**config.mk**
```make
export PLATFORM = sky130hd
export DESIGN_NAME = eoc_external_oscillator_control
export DESIGN_NICKNAME = d
export VERILOG_FILES = /design/src/shared/eoc_pkg.sv /design/src/rtl/eoc_stable_detect.sv /design/src/rtl/eoc_external_oscillator_control.sv
export SDC_FILE = /design/constraint.sdc
export NUM_CORES = 1
export LEC_CHECK = 0
export BUFFER_PORTS_ARGS = -buffer_cell sky130_fd_sc_hd__buf_2
export CAP_MARGIN = 20
export CORE_MARGIN = 10
export CORE_UTILIZATION = 30
export CTS_BUF_LIST = sky130_fd_sc_hd__clkbuf_2
export DETAILED_ROUTE_END_ITERATION = 6
export GPL_TIMING_DRIVEN = 0
export PLACE_DENSITY = 0.54
export SYNTH_ARGS = -nofsm -noshare
export SYNTH_HDL_FRONTEND = slang
export SYNTH_SLANG_ARGS = --single-unit
export TNS_END_PERCENT = 100
```
**constraint.sdc**
```tcl
create_clock -name i_clk -period 2 [get_ports i_clk]
set_input_delay 0.4 -clock i_clk [delete_from_list [all_inputs] [get_ports i_clk]]
set_output_delay 0.4 -clock i_clk [all_outputs]
set_load 0.01 [all_outputs]
```
**src/shared/eoc_pkg.sv**
```systemverilog
// constants for the external oscillator control block
package eoc_pkg;

  ////////////////////////////////////////////////////////////////////////////
  // register address and layout
  localparam logic [7:0] EOC_CTRL_ADDR = 8'hb1;
  localparam logic [7:0] EOC_CTRL_RESET = 8'h00;
  localparam int EOC_STABLE_BIT = 7;
  localparam int EOC_TYPE_MSB = 6;
  localparam int EOC_TYPE_LSB = 4;
  localparam int EOC_UNUSED_BIT = 3;
  localparam int EOC_FREQ_MSB = 2;
  localparam int EOC_FREQ_LSB = 0;

  ////////////////////////////////////////////////////////////////////////////
  // oscillator type codes
  typedef enum logic [2:0] {
    EOC_TYPE_OFF = 3'h0,
    EOC_TYPE_SPARE = 3'h1,
    EOC_TYPE_CMOS = 3'h2,
    EOC_TYPE_CMOS_DIV2 = 3'h3,
    EOC_TYPE_RC = 3'h4,
    EOC_TYPE_CAP = 3'h5,
    EOC_TYPE_XTAL = 3'h6,
    EOC_TYPE_XTAL_DIV2 = 3'h7
  } eoc_type_t;

  ////////////////////////////////////////////////////////////////////////////
  // frequency range codes at the ends of the scale
  localparam logic [2:0] EOC_FREQ_LOWEST = 3'h0;
  localparam logic [2:0] EOC_FREQ_HIGHEST = 3'h7;

  ////////////////////////////////////////////////////////////////////////////
  // stability qualification: amplitude must hold this long
  localparam int EOC_CLK_MHZ = 20;
  localparam int EOC_QUAL_TIME_US = 4;
  localparam int EOC_QUAL_CYCLES = EOC_QUAL_TIME_US * EOC_CLK_MHZ;

endpackage : eoc_pkg

```
**src/rtl/eoc_stable_detect.sv**
```systemverilog
// crystal amplitude qualification producing the stable flag
`timescale 1ns/1ps

module eoc_stable_detect #(
  parameter int QUAL_CYCLES = eoc_pkg::EOC_QUAL_CYCLES
) (
  input wire logic i_clk,
  input wire logic i_rst_n,
  input wire logic i_enable,
  input wire logic i_amp_ok,
  output logic o_stable
);

  localparam int CW = $clog2(QUAL_CYCLES + 1);
  localparam logic [CW-1:0] QUAL_LAST = CW'(QUAL_CYCLES);

  typedef enum logic [1:0] {
    EOC_DET_IDLE = 2'b00,
    EOC_DET_WAIT = 2'b01,
    EOC_DET_STABLE = 2'b10
  } eoc_det_t;

  eoc_det_t state_r;
  eoc_det_t state_nxt;
  logic [CW-1:0] count_r;
  logic [CW-1:0] count_nxt;
  logic stable_r;
  logic stable_nxt;

  ////////////////////////////////////////////////////////////////////////////
  // next state: count consecutive good amplitude cycles
  always_comb
  begin
    state_nxt = state_r;
    count_nxt = count_r;
    case (state_r)
      EOC_DET_IDLE:
      begin
        count_nxt = '0;
        if (i_enable)
          state_nxt = EOC_DET_WAIT;
      end
      EOC_DET_WAIT:
      begin
        if (!i_enable)
          state_nxt = EOC_DET_IDLE;
        else if (!i_amp_ok)
          count_nxt = '0;
        else if (count_r == QUAL_LAST - CW'(1))
          state_nxt = EOC_DET_STABLE;
        else
          count_nxt = count_r + CW'(1);
      end
      EOC_DET_STABLE:
      begin
        if (!i_enable)
          state_nxt = EOC_DET_IDLE;
        else if (!i_amp_ok)
        begin
          state_nxt = EOC_DET_WAIT;
          count_nxt = '0;
        end
      end
      default:
      begin
        state_nxt = EOC_DET_IDLE;
        count_nxt = '0;
      end
    endcase
  end

  assign stable_nxt = (state_nxt == EOC_DET_STABLE);

  always_ff @(posedge i_clk or negedge i_rst_n)
  begin
    if (!i_rst_n)
    begin
      state_r <= EOC_DET_IDLE;
      count_r <= '0;
      stable_r <= 1'b0;
    end
    else
    begin
      state_r <= state_nxt;
      count_r <= count_nxt;
      stable_r <= stable_nxt;
    end
  end

  assign o_stable = stable_r;

endmodule : eoc_stable_detect

```
**src/rtl/eoc_external_oscillator_control.sv**
```systemverilog
// external oscillator control register and pin steering
//
// What this block does
// - bit 7 reads 1 only while crystal mode runs and is stable
// - stable flag reads 0 while unused or not yet settled
// - bits 6:4 select oscillator type; 111 is crystal divided by two
// - bit 3 always reads zero; writes to it are ignored
// - first crystal pin only in crystal mode; second in all external modes
`timescale 1ns/1ps

module eoc_external_oscillator_control #(
  parameter int QUAL_CYCLES = eoc_pkg::EOC_QUAL_CYCLES
) (
  input wire logic i_clk,
  input wire logic i_reset_n,
  input wire logic [7:0] i_sfr_addr,
  input wire logic i_sfr_wr,
  input wire logic i_sfr_rd,
  input wire logic [7:0] i_sfr_wdata,
  output logic [7:0] o_sfr_rdata,
  output logic o_sfr_sel,
  input wire logic i_amp_ok,
  output logic [2:0] o_ext_osc_type_select,
  output logic [2:0] o_ext_osc_frequency_range,
  output logic o_osc_drive_en,
  output logic o_crystal_amp_en,
  output logic o_rc_mode,
  output logic o_cap_mode,
  output logic o_cmos_mode,
  output logic o_div2_en,
  output logic o_crystal_input_pin_used,
  output logic o_crystal_output_pin_used,
  output logic o_crystal_stable_flag
);

  ////////////////////////////////////////////////////////////////////////////
  // reset release synchroniser
  logic rst_meta_r;
  logic rst_sync_r;

  always_ff @(posedge i_clk or negedge i_reset_n)
  begin
    if (!i_reset_n)
    begin
      rst_meta_r <= 1'b0;
      rst_sync_r <= 1'b0;
    end
    else
    begin
      rst_meta_r <= 1'b1;
      rst_sync_r <= rst_meta_r;
    end
  end

  ////////////////////////////////////////////////////////////////////////////
  // type decode helpers
  function automatic logic is_crystal(input logic [2:0] t);
    is_crystal = (t == eoc_pkg::EOC_TYPE_XTAL) ||
                 (t == eoc_pkg::EOC_TYPE_XTAL_DIV2);
  endfunction : is_crystal

  function automatic logic is_external(input logic [2:0] t);
    is_external = (t == eoc_pkg::EOC_TYPE_CMOS) ||
                  (t == eoc_pkg::EOC_TYPE_CMOS_DIV2) ||
                  (t == eoc_pkg::EOC_TYPE_RC) ||
                  (t == eoc_pkg::EOC_TYPE_CAP) ||
                  is_crystal(t);
  endfunction : is_external

  ////////////////////////////////////////////////////////////////////////////
  // register state
  logic [2:0] type_r;
  logic [2:0] type_nxt;
  logic [2:0] freq_r;
  logic [2:0] freq_nxt;
  logic [7:0] rdata_r;
  logic [7:0] rdata_nxt;
  logic stable;
  wire hit = (i_sfr_addr == eoc_pkg::EOC_CTRL_ADDR);
  wire wr_hit = hit & i_sfr_wr;
  wire rd_hit = hit & i_sfr_rd;
  wire crystal_on = is_crystal(type_r);

  // bit 3 is never stored
  assign type_nxt = wr_hit ?
    i_sfr_wdata[eoc_pkg::EOC_TYPE_MSB:eoc_pkg::EOC_TYPE_LSB] : type_r;
  assign freq_nxt = wr_hit ?
    i_sfr_wdata[eoc_pkg::EOC_FREQ_MSB:eoc_pkg::EOC_FREQ_LSB] : freq_r;

  ////////////////////////////////////////////////////////////////////////////
  // read image: flag, type, zero, range
  wire [7:0] image = {stable & crystal_on, type_r, 1'b0, freq_r};
  assign rdata_nxt = rd_hit ? image : 8'h00;

  always_ff @(posedge i_clk or negedge rst_sync_r)
  begin
    if (!rst_sync_r)
    begin
      type_r <= eoc_pkg::EOC_CTRL_RESET[eoc_pkg::EOC_TYPE_MSB:
                                        eoc_pkg::EOC_TYPE_LSB];
      freq_r <= eoc_pkg::EOC_CTRL_RESET[eoc_pkg::EOC_FREQ_MSB:
                                        eoc_pkg::EOC_FREQ_LSB];
      rdata_r <= 8'h00;
    end
    else
    begin
      type_r <= type_nxt;
      freq_r <= freq_nxt;
      rdata_r <= rdata_nxt;
    end
  end

  ////////////////////////////////////////////////////////////////////////////
  // stability detection runs only in crystal modes
  eoc_stable_detect #(
    .QUAL_CYCLES(QUAL_CYCLES)
  ) u_detect (
    .i_clk(i_clk),
    .i_rst_n(rst_sync_r),
    .i_enable(crystal_on),
    .i_amp_ok(i_amp_ok),
    .o_stable(stable)
  );

  ////////////////////////////////////////////////////////////////////////////
  // drive circuit steering
  assign o_sfr_rdata = rdata_r;
  assign o_sfr_sel = hit;
  assign o_ext_osc_type_select = type_r;
  assign o_ext_osc_frequency_range = freq_r;
  assign o_osc_drive_en = is_external(type_r);
  assign o_crystal_amp_en = crystal_on;
  assign o_rc_mode = (type_r == eoc_pkg::EOC_TYPE_RC);
  assign o_cap_mode = (type_r == eoc_pkg::EOC_TYPE_CAP);
  assign o_cmos_mode = (type_r == eoc_pkg::EOC_TYPE_CMOS) ||
                       (type_r == eoc_pkg::EOC_TYPE_CMOS_DIV2);
  assign o_div2_en = (type_r == eoc_pkg::EOC_TYPE_CMOS_DIV2) ||
                     (type_r == eoc_pkg::EOC_TYPE_XTAL_DIV2);
  assign o_crystal_input_pin_used = crystal_on;
  assign o_crystal_output_pin_used = is_external(type_r);
  assign o_crystal_stable_flag = stable & crystal_on;

endmodule : eoc_external_oscillator_control

```
# Yosys cells after proc, flatten, opt, wreduce, memory -nomap -nowiden

Cells that the tools add are included.

Register bits: 26
Input bits: 21
Output and inout port bits: 24
Logic and storage cells: 49

$add $sub $neg: 1
Equal/unequal tests: 15
Muxes and demuxes: 14
Bitwise operators: 3
Reductions and logical operators: 8

Operators by type and width:

| kind                                                             | number |
|---|---|
| 7-bit 2-to-1 mux                                                 | 5 |
| 7-bit one-hot mux with 2 select lines                            | 1 |
| 3-bit == test (second input constant)                            | 4 |
| 2-bit 2-to-1 mux                                                 | 6 |
| 8-bit == test (second input constant)                            | 1 |
| 8-bit 2-to-1 mux                                                 | 1 |
| 7-bit by 1-bit adder with 7-bit output (second input constant)   | 1 |
| 7-bit == test (second input constant)                            | 1 |
| 3-bit by 2-bit == test with 1-bit output (second input constant) | 2 |
| 1-bit logical OR                                                 | 6 |
| 2-bit != test (second input constant)                            | 3 |
| 2-bit one-hot mux with 3 select lines                            | 1 |
| 2-bit == test (second input constant)                            | 2 |
| 4-bit AND reduction                                              | 1 |
| 1-bit AND                                                        | 3 |
| 3-bit != test (second input constant)                            | 1 |
| 2-bit by 1-bit == test with 1-bit output (second input constant) | 1 |
| 2-bit zero test                                                  | 1 |

# Logic depth before layout (Yosys ltp)

Depth in word-level cells: 6
Mapped depth: 5
Gate-level depth less buffers: 5

# Hierarchy

Synthesis repeated with hierarchy kept, for this count alone.

Cells, all modules: 104
Area, all modules: 1159.9 sq um

By module, submodules not included:

| module                          | times used | cells an instance | area an instance (sq um) | seq. area each (sq um) |
|---|---|---|---|---|
| eoc_external_oscillator_control | 1          | 45                | 630.6                    | 375.4 |
| eoc_stable_detect               | 1          | 59                | 529.3                    | 250.2 |

# Worst setup path after synthesis

OpenSTA, ideal clock, no wires.

Kind: input-to-reg
Start point: input port i_sfr_addr[6]
End point: register freq_r[0], in the netlist o_ext_osc_frequency_range[0]
Setup time: 0.125 ns
Data arrival time: 1.464 ns
Required time: 1.875 ns
Slack: 0.411 ns
Stages: 4
Path buffers: 0
Path through: nand4b_4 > nor4_4 > nand2_4 > mux2_4

Word-level cells in the longest chain between the ends: 2

Ends and longest elaborated chain:

| element              | RTL line                               | RTL |
|---|---|---|
| from (decl)          | eoc_external_oscillator_control.sv:16  | `input wire logic [7:0] i_sfr_addr,` |
| 8-bit == test        | eoc_external_oscillator_control.sv:79  | `wire hit = (i_sfr_addr == eoc_pkg::EOC_CTRL_ADDR);` |
| net o_sfr_sel        | eoc_external_oscillator_control.sv:21  | `output logic o_sfr_sel,` |
| 1-bit AND            | eoc_external_oscillator_control.sv:80  | `wire wr_hit = hit & i_sfr_wr;` |
| to (signal assigned) | eoc_external_oscillator_control.sv:101 | `freq_r <= eoc_pkg::EOC_CTRL_RESET[eoc_pkg::EOC_FREQ_MSB:` |
| to (signal assigned) | eoc_external_oscillator_control.sv:108 | `freq_r <= freq_nxt;` |
| to (decl)            | eoc_external_oscillator_control.sv:74  | `logic [2:0] freq_r;` |

The timed path passes the listed nets, and every way through them passes these cells.
A chain may end at the register's enable or synchronous reset.

# Worst setup path after layout

Start point: register type_r[1], in the netlist o_ext_osc_type_select[1]
End point: output port o_osc_drive_en

Word-level cells in the longest chain between the ends: 5
Elaborated cells between the ends (all ways): 11
Classes of those cells: eq/ne (6); reduce/logical (5)

Ends and longest elaborated chain:

| element                                                     | RTL line                                                                     | RTL |
|---|---|---|
| from (decl)                                                 | eoc_external_oscillator_control.sv:72                                        | `logic [2:0] type_r;` |
| from (signal assigned)                                      | eoc_external_oscillator_control.sv:99                                        | `type_r <= eoc_pkg::EOC_CTRL_RESET[eoc_pkg::EOC_TYPE_MSB:` |
| from (signal assigned)                                      | eoc_external_oscillator_control.sv:107                                       | `type_r <= type_nxt;` |
| 3-bit by 2-bit == test with 1-bit output (on tied branches) | eoc_external_oscillator_control.sv:63, eoc_external_oscillator_control.sv:64 |  |
| 1-bit logical OR                                            | eoc_external_oscillator_control.sv:63                                        | `is_external = (t == eoc_pkg::EOC_TYPE_CMOS) \|\|` |
| 1-bit logical OR                                            | eoc_external_oscillator_control.sv:64                                        | `(t == eoc_pkg::EOC_TYPE_CMOS_DIV2) \|\|` |
| 1-bit logical OR                                            | eoc_external_oscillator_control.sv:65                                        | `(t == eoc_pkg::EOC_TYPE_RC) \|\|` |
| 1-bit logical OR *                                          | eoc_external_oscillator_control.sv:66                                        | `(t == eoc_pkg::EOC_TYPE_CAP) \|\|` |
| to (decl)                                                   | eoc_external_oscillator_control.sv:25                                        | `output logic o_osc_drive_en,` |

Mark *: on every way between the ends. The rest lies on a longest branch, timed or not.

==> flow_summary.toml <==
[final_layout]
drive_gt1_share_pct = 48.2
area_delta_synth_final_pct = 24.7
final_cell_count_no_fill = 189
antennaDiodeCount = 0
num-fill-cells = 374
nets = 164
finalCoreUtilization_pct = 39.5

[yosys]
synth_area_leaders = "dfrtp_1 52%, mux2_4 7.5%, and3_2 4.4%"
synthArstFlopShare_pct = 100
seq_area_frac_synth_pct = 52.3
synth.most_common_cell = "dfrtp_1"
synth_top_cell_by_area = "dfrtp_1"
ys_ff_latch = 25
synth_top_cell_area_share_pct = 52.3
ys_top_cells_by_count = "25 x dfrtp_1, 7 x and3_2, 6 x mux2_4"
synth_cells = 95
netlist_area_um2 = 1200
synth_edf_count = 0
synth_cell_types = 36
synth_area_per_cell_um2 = 12.6
ys.flop_type = "dfrtp_1"
yosys_warnings = 0
syn_nets = 117

[clock_tree]
cts_tree = "done"
clk_path_buf_depth = 2
postCtsSetupRepairBufs = 0
clock_sinks = 25
path_clk_slew_ns = 0.23
root_buffer = "clkbuf_2"
ctsHtreeMaxLevel = 1
clk_latency_ns = 0.34
cts_made_buffers = 3

[pwr]
p_leak_nw = 0.848
clkPwrFrac_pct = 25.1
p_seq_share_pct = 66.7
powerDensity_nw_per_um2 = 535
cellInternalPower_mw = 0.605
ir_worst_vdd_mv = 0.371
comb_power_share_pct = 8.3
switching_share_pct = 24.2
p_switching_mw = 0.193

[global_route]
grt_overflow = 0
track_usage_pct = 8.09
grt_pass1_vias = 931
antenna_found_initial = 0
grt_max_degree = 24
grt_pass1_wl_mm = 4.70

[routing]
drt_first_pass_iters = 3
wl_per_cell_um = 14.7
drt-total-wl_mm = 2.77
drc = 0
final_antenna_net_count = 0
num_vias = 883
drt-initial-drc-count = 43
vias_per_cell = 4.67

[placement]
globalplace.congestion = 0.696
dp_cells = 184
place_hpwl_mm = 2.18
port_buffers = 41

[floorplanning]
io_pins = 45
core_um2 = 3770
die_y_um = 83.1
die_x_um = 83.1
dieArea_um2 = 6910
fp-row-count = 22
initial_core_util_pct = 31.7

[critical_path]
cp.arrival_ns = 1.46
start_kind = "flip-flop"
worstPathRequired_ns = 1.60
crit_fanout = 10
crit_path_end_kind = "primary output"
path_class = "reg2out"

[sta]
min_period_ns = 1.86
clock.fmax_mhz = 538
worstMarginPinSlew_ns = 0.948
relSlewSlack_pct = 36.8
fin_crit_sh_pct = 93.0
finalClockSkew_ns = 0.0119
setup_viol = 0
setup_tns_ns = 0
grt_setup_unrepaired = "no"
hold_ws_ns = 0.265
slew_violations = 0
hold_viol_final = 0

[flow_run]
maxCapViolCount = 0

[worst_hold_path]
min_path_type = "in2reg"

[outcome]
outcome = "finished, final reports clean"
==> timing repair <==
item | CTS | global route
gates resized for setup | 0 | 0
hold buffers | 1 | 0
endpoints found under the hold margin | 2 | 0
==> flip-flops by register name (all words and copies together), names as in the netlist <==
| signal | flops |
|---|---|
| u_detect.o_stable | 1 |
| rst_meta_r | 1 |
| o_ext_osc_frequency_range | 3 |
| u_detect.count_r | 7 |
| u_detect.state_r | 2 |
| o_sfr_rdata | 7 |
| rst_sync_r | 1 |
| o_ext_osc_type_select | 3 |
==> kinds of logic (layout without fill, tap and decap cells) <==
kind of cell | Yosys count | after routing | synth area share [%]
flops | 25 | 25 | 52.3
other cells | 2 | 2 | 0.628
compound gates | 18 | 18 | 10.5
xor+xnor | 1 | 1 | 0.732
mux | 7 | 7 | 8.47
buf+inv | 5 | 51 | 2.61
fa+ha+maj | 1 | 1 | 1.05
simple gates | 36 | 36 | 23.7
==> power by group through the flow <==
stage | clock, mW | sequential (mW) | combinational (mW)
final | 0.200 | 0.532 | 0.0658
after global routing | 0.240 | 0.535 | 0.0721
after CTS | 0.210 | 0.533 | 0.0671
after detailed placement | 0 | 0.541 | 0.0655
after global placement | 0 | 0.541 | 0.0646
after floorplan | 0 | 0.538 | 0.0258
==> final cells by class <==
class / instances / area, um^2 / area share [%]
buffer: 5 / 31.3 / 2.10
clock buffer: 4 / 20.0 / 1.34
multi-input combinational: 65 / 539 / 36.2
sequential: 25 / 626 / 41.9
tap: 48 / 60.1 / 4.03
timing repair buffer: 42 / 215 / 14.4
==> layer usage <==
metal	global-route usage (%)	part of all wire (%)	vias up	routed length (um)
li1	-	-	434	-
met4	3.23	1.3	0	36
met5	0	0	-	0
met3	2.54	3.4	2	93
met1	8.99	43	430	1180
met2	13.9	53	17	1460
==> cells in the final DEF, fill, tap and decap left out, drive strengths merged, types with 2 or more instances in the layout <==
cell / Yosys / routed
nor2b: 2 / 2
nor3b: 5 / 5
conb: 2 / 2
nand3b: 2 / 2
o21ai: 4 / 4
nor2: 3 / 3
mux2: 7 / 7
nand3: 3 / 3
and3: 10 / 10
a21boi: 2 / 2
clkbuf: 1 / 5
and2: 2 / 2
buf: 4 / 45
nand2: 3 / 3
dfrtp: 25 / 25
a31oi: 2 / 2
a211o: 2 / 2
o31ai: 3 / 3
==> worst paths after layout <==
kind | startpoint | endpoint | slack, ns | cells after the start
max in group asynchronous | rst_sync_r$_DFF_PN0_ | o_ext_osc_type_select[1]$_DFFE_PN0P_ | 1.03 | 0
hold / removal | i_sfr_wdata[6] | o_ext_osc_type_select[2]$_DFFE_PN0P_ | 0.26 | 2
min in group asynchronous | i_reset_n | rst_meta_r$_DFF_PN0_ | 0.33 | 2
setup reg to reg | u_detect.count_r[0]$_DFFE_PN0P_ | u_detect.count_r[0]$_DFFE_PN0P_ | 0.28 | 5
setup / recovery | o_ext_osc_type_select[1]$_DFFE_PN0P_ | o_osc_drive_en | 0.14 | 3
hold reg to reg | rst_meta_r$_DFF_PN0_ | rst_sync_r$_DFF_PN0_ | 0.38 | 0
==> worst max-delay path, cell delays in order, from the launching register on <==
cell and delay (ns):
dfrtp_1 0.53, or2_2 0.34, buf_4 0.13, buf_2 0.13
==> metrics by stage <==
step	area (um^2)	setup WS, ns	power, mW
after floorplan	1200	0.411	0.564
after global placement	1460	0.238	0.605
after detailed placement	1460	0.217	0.607
after CTS	1490	0.121	0.810
after global routing	1490	0.0199	0.847
final	1490	0.141	0.798
(Power assumes the default switching activity.)
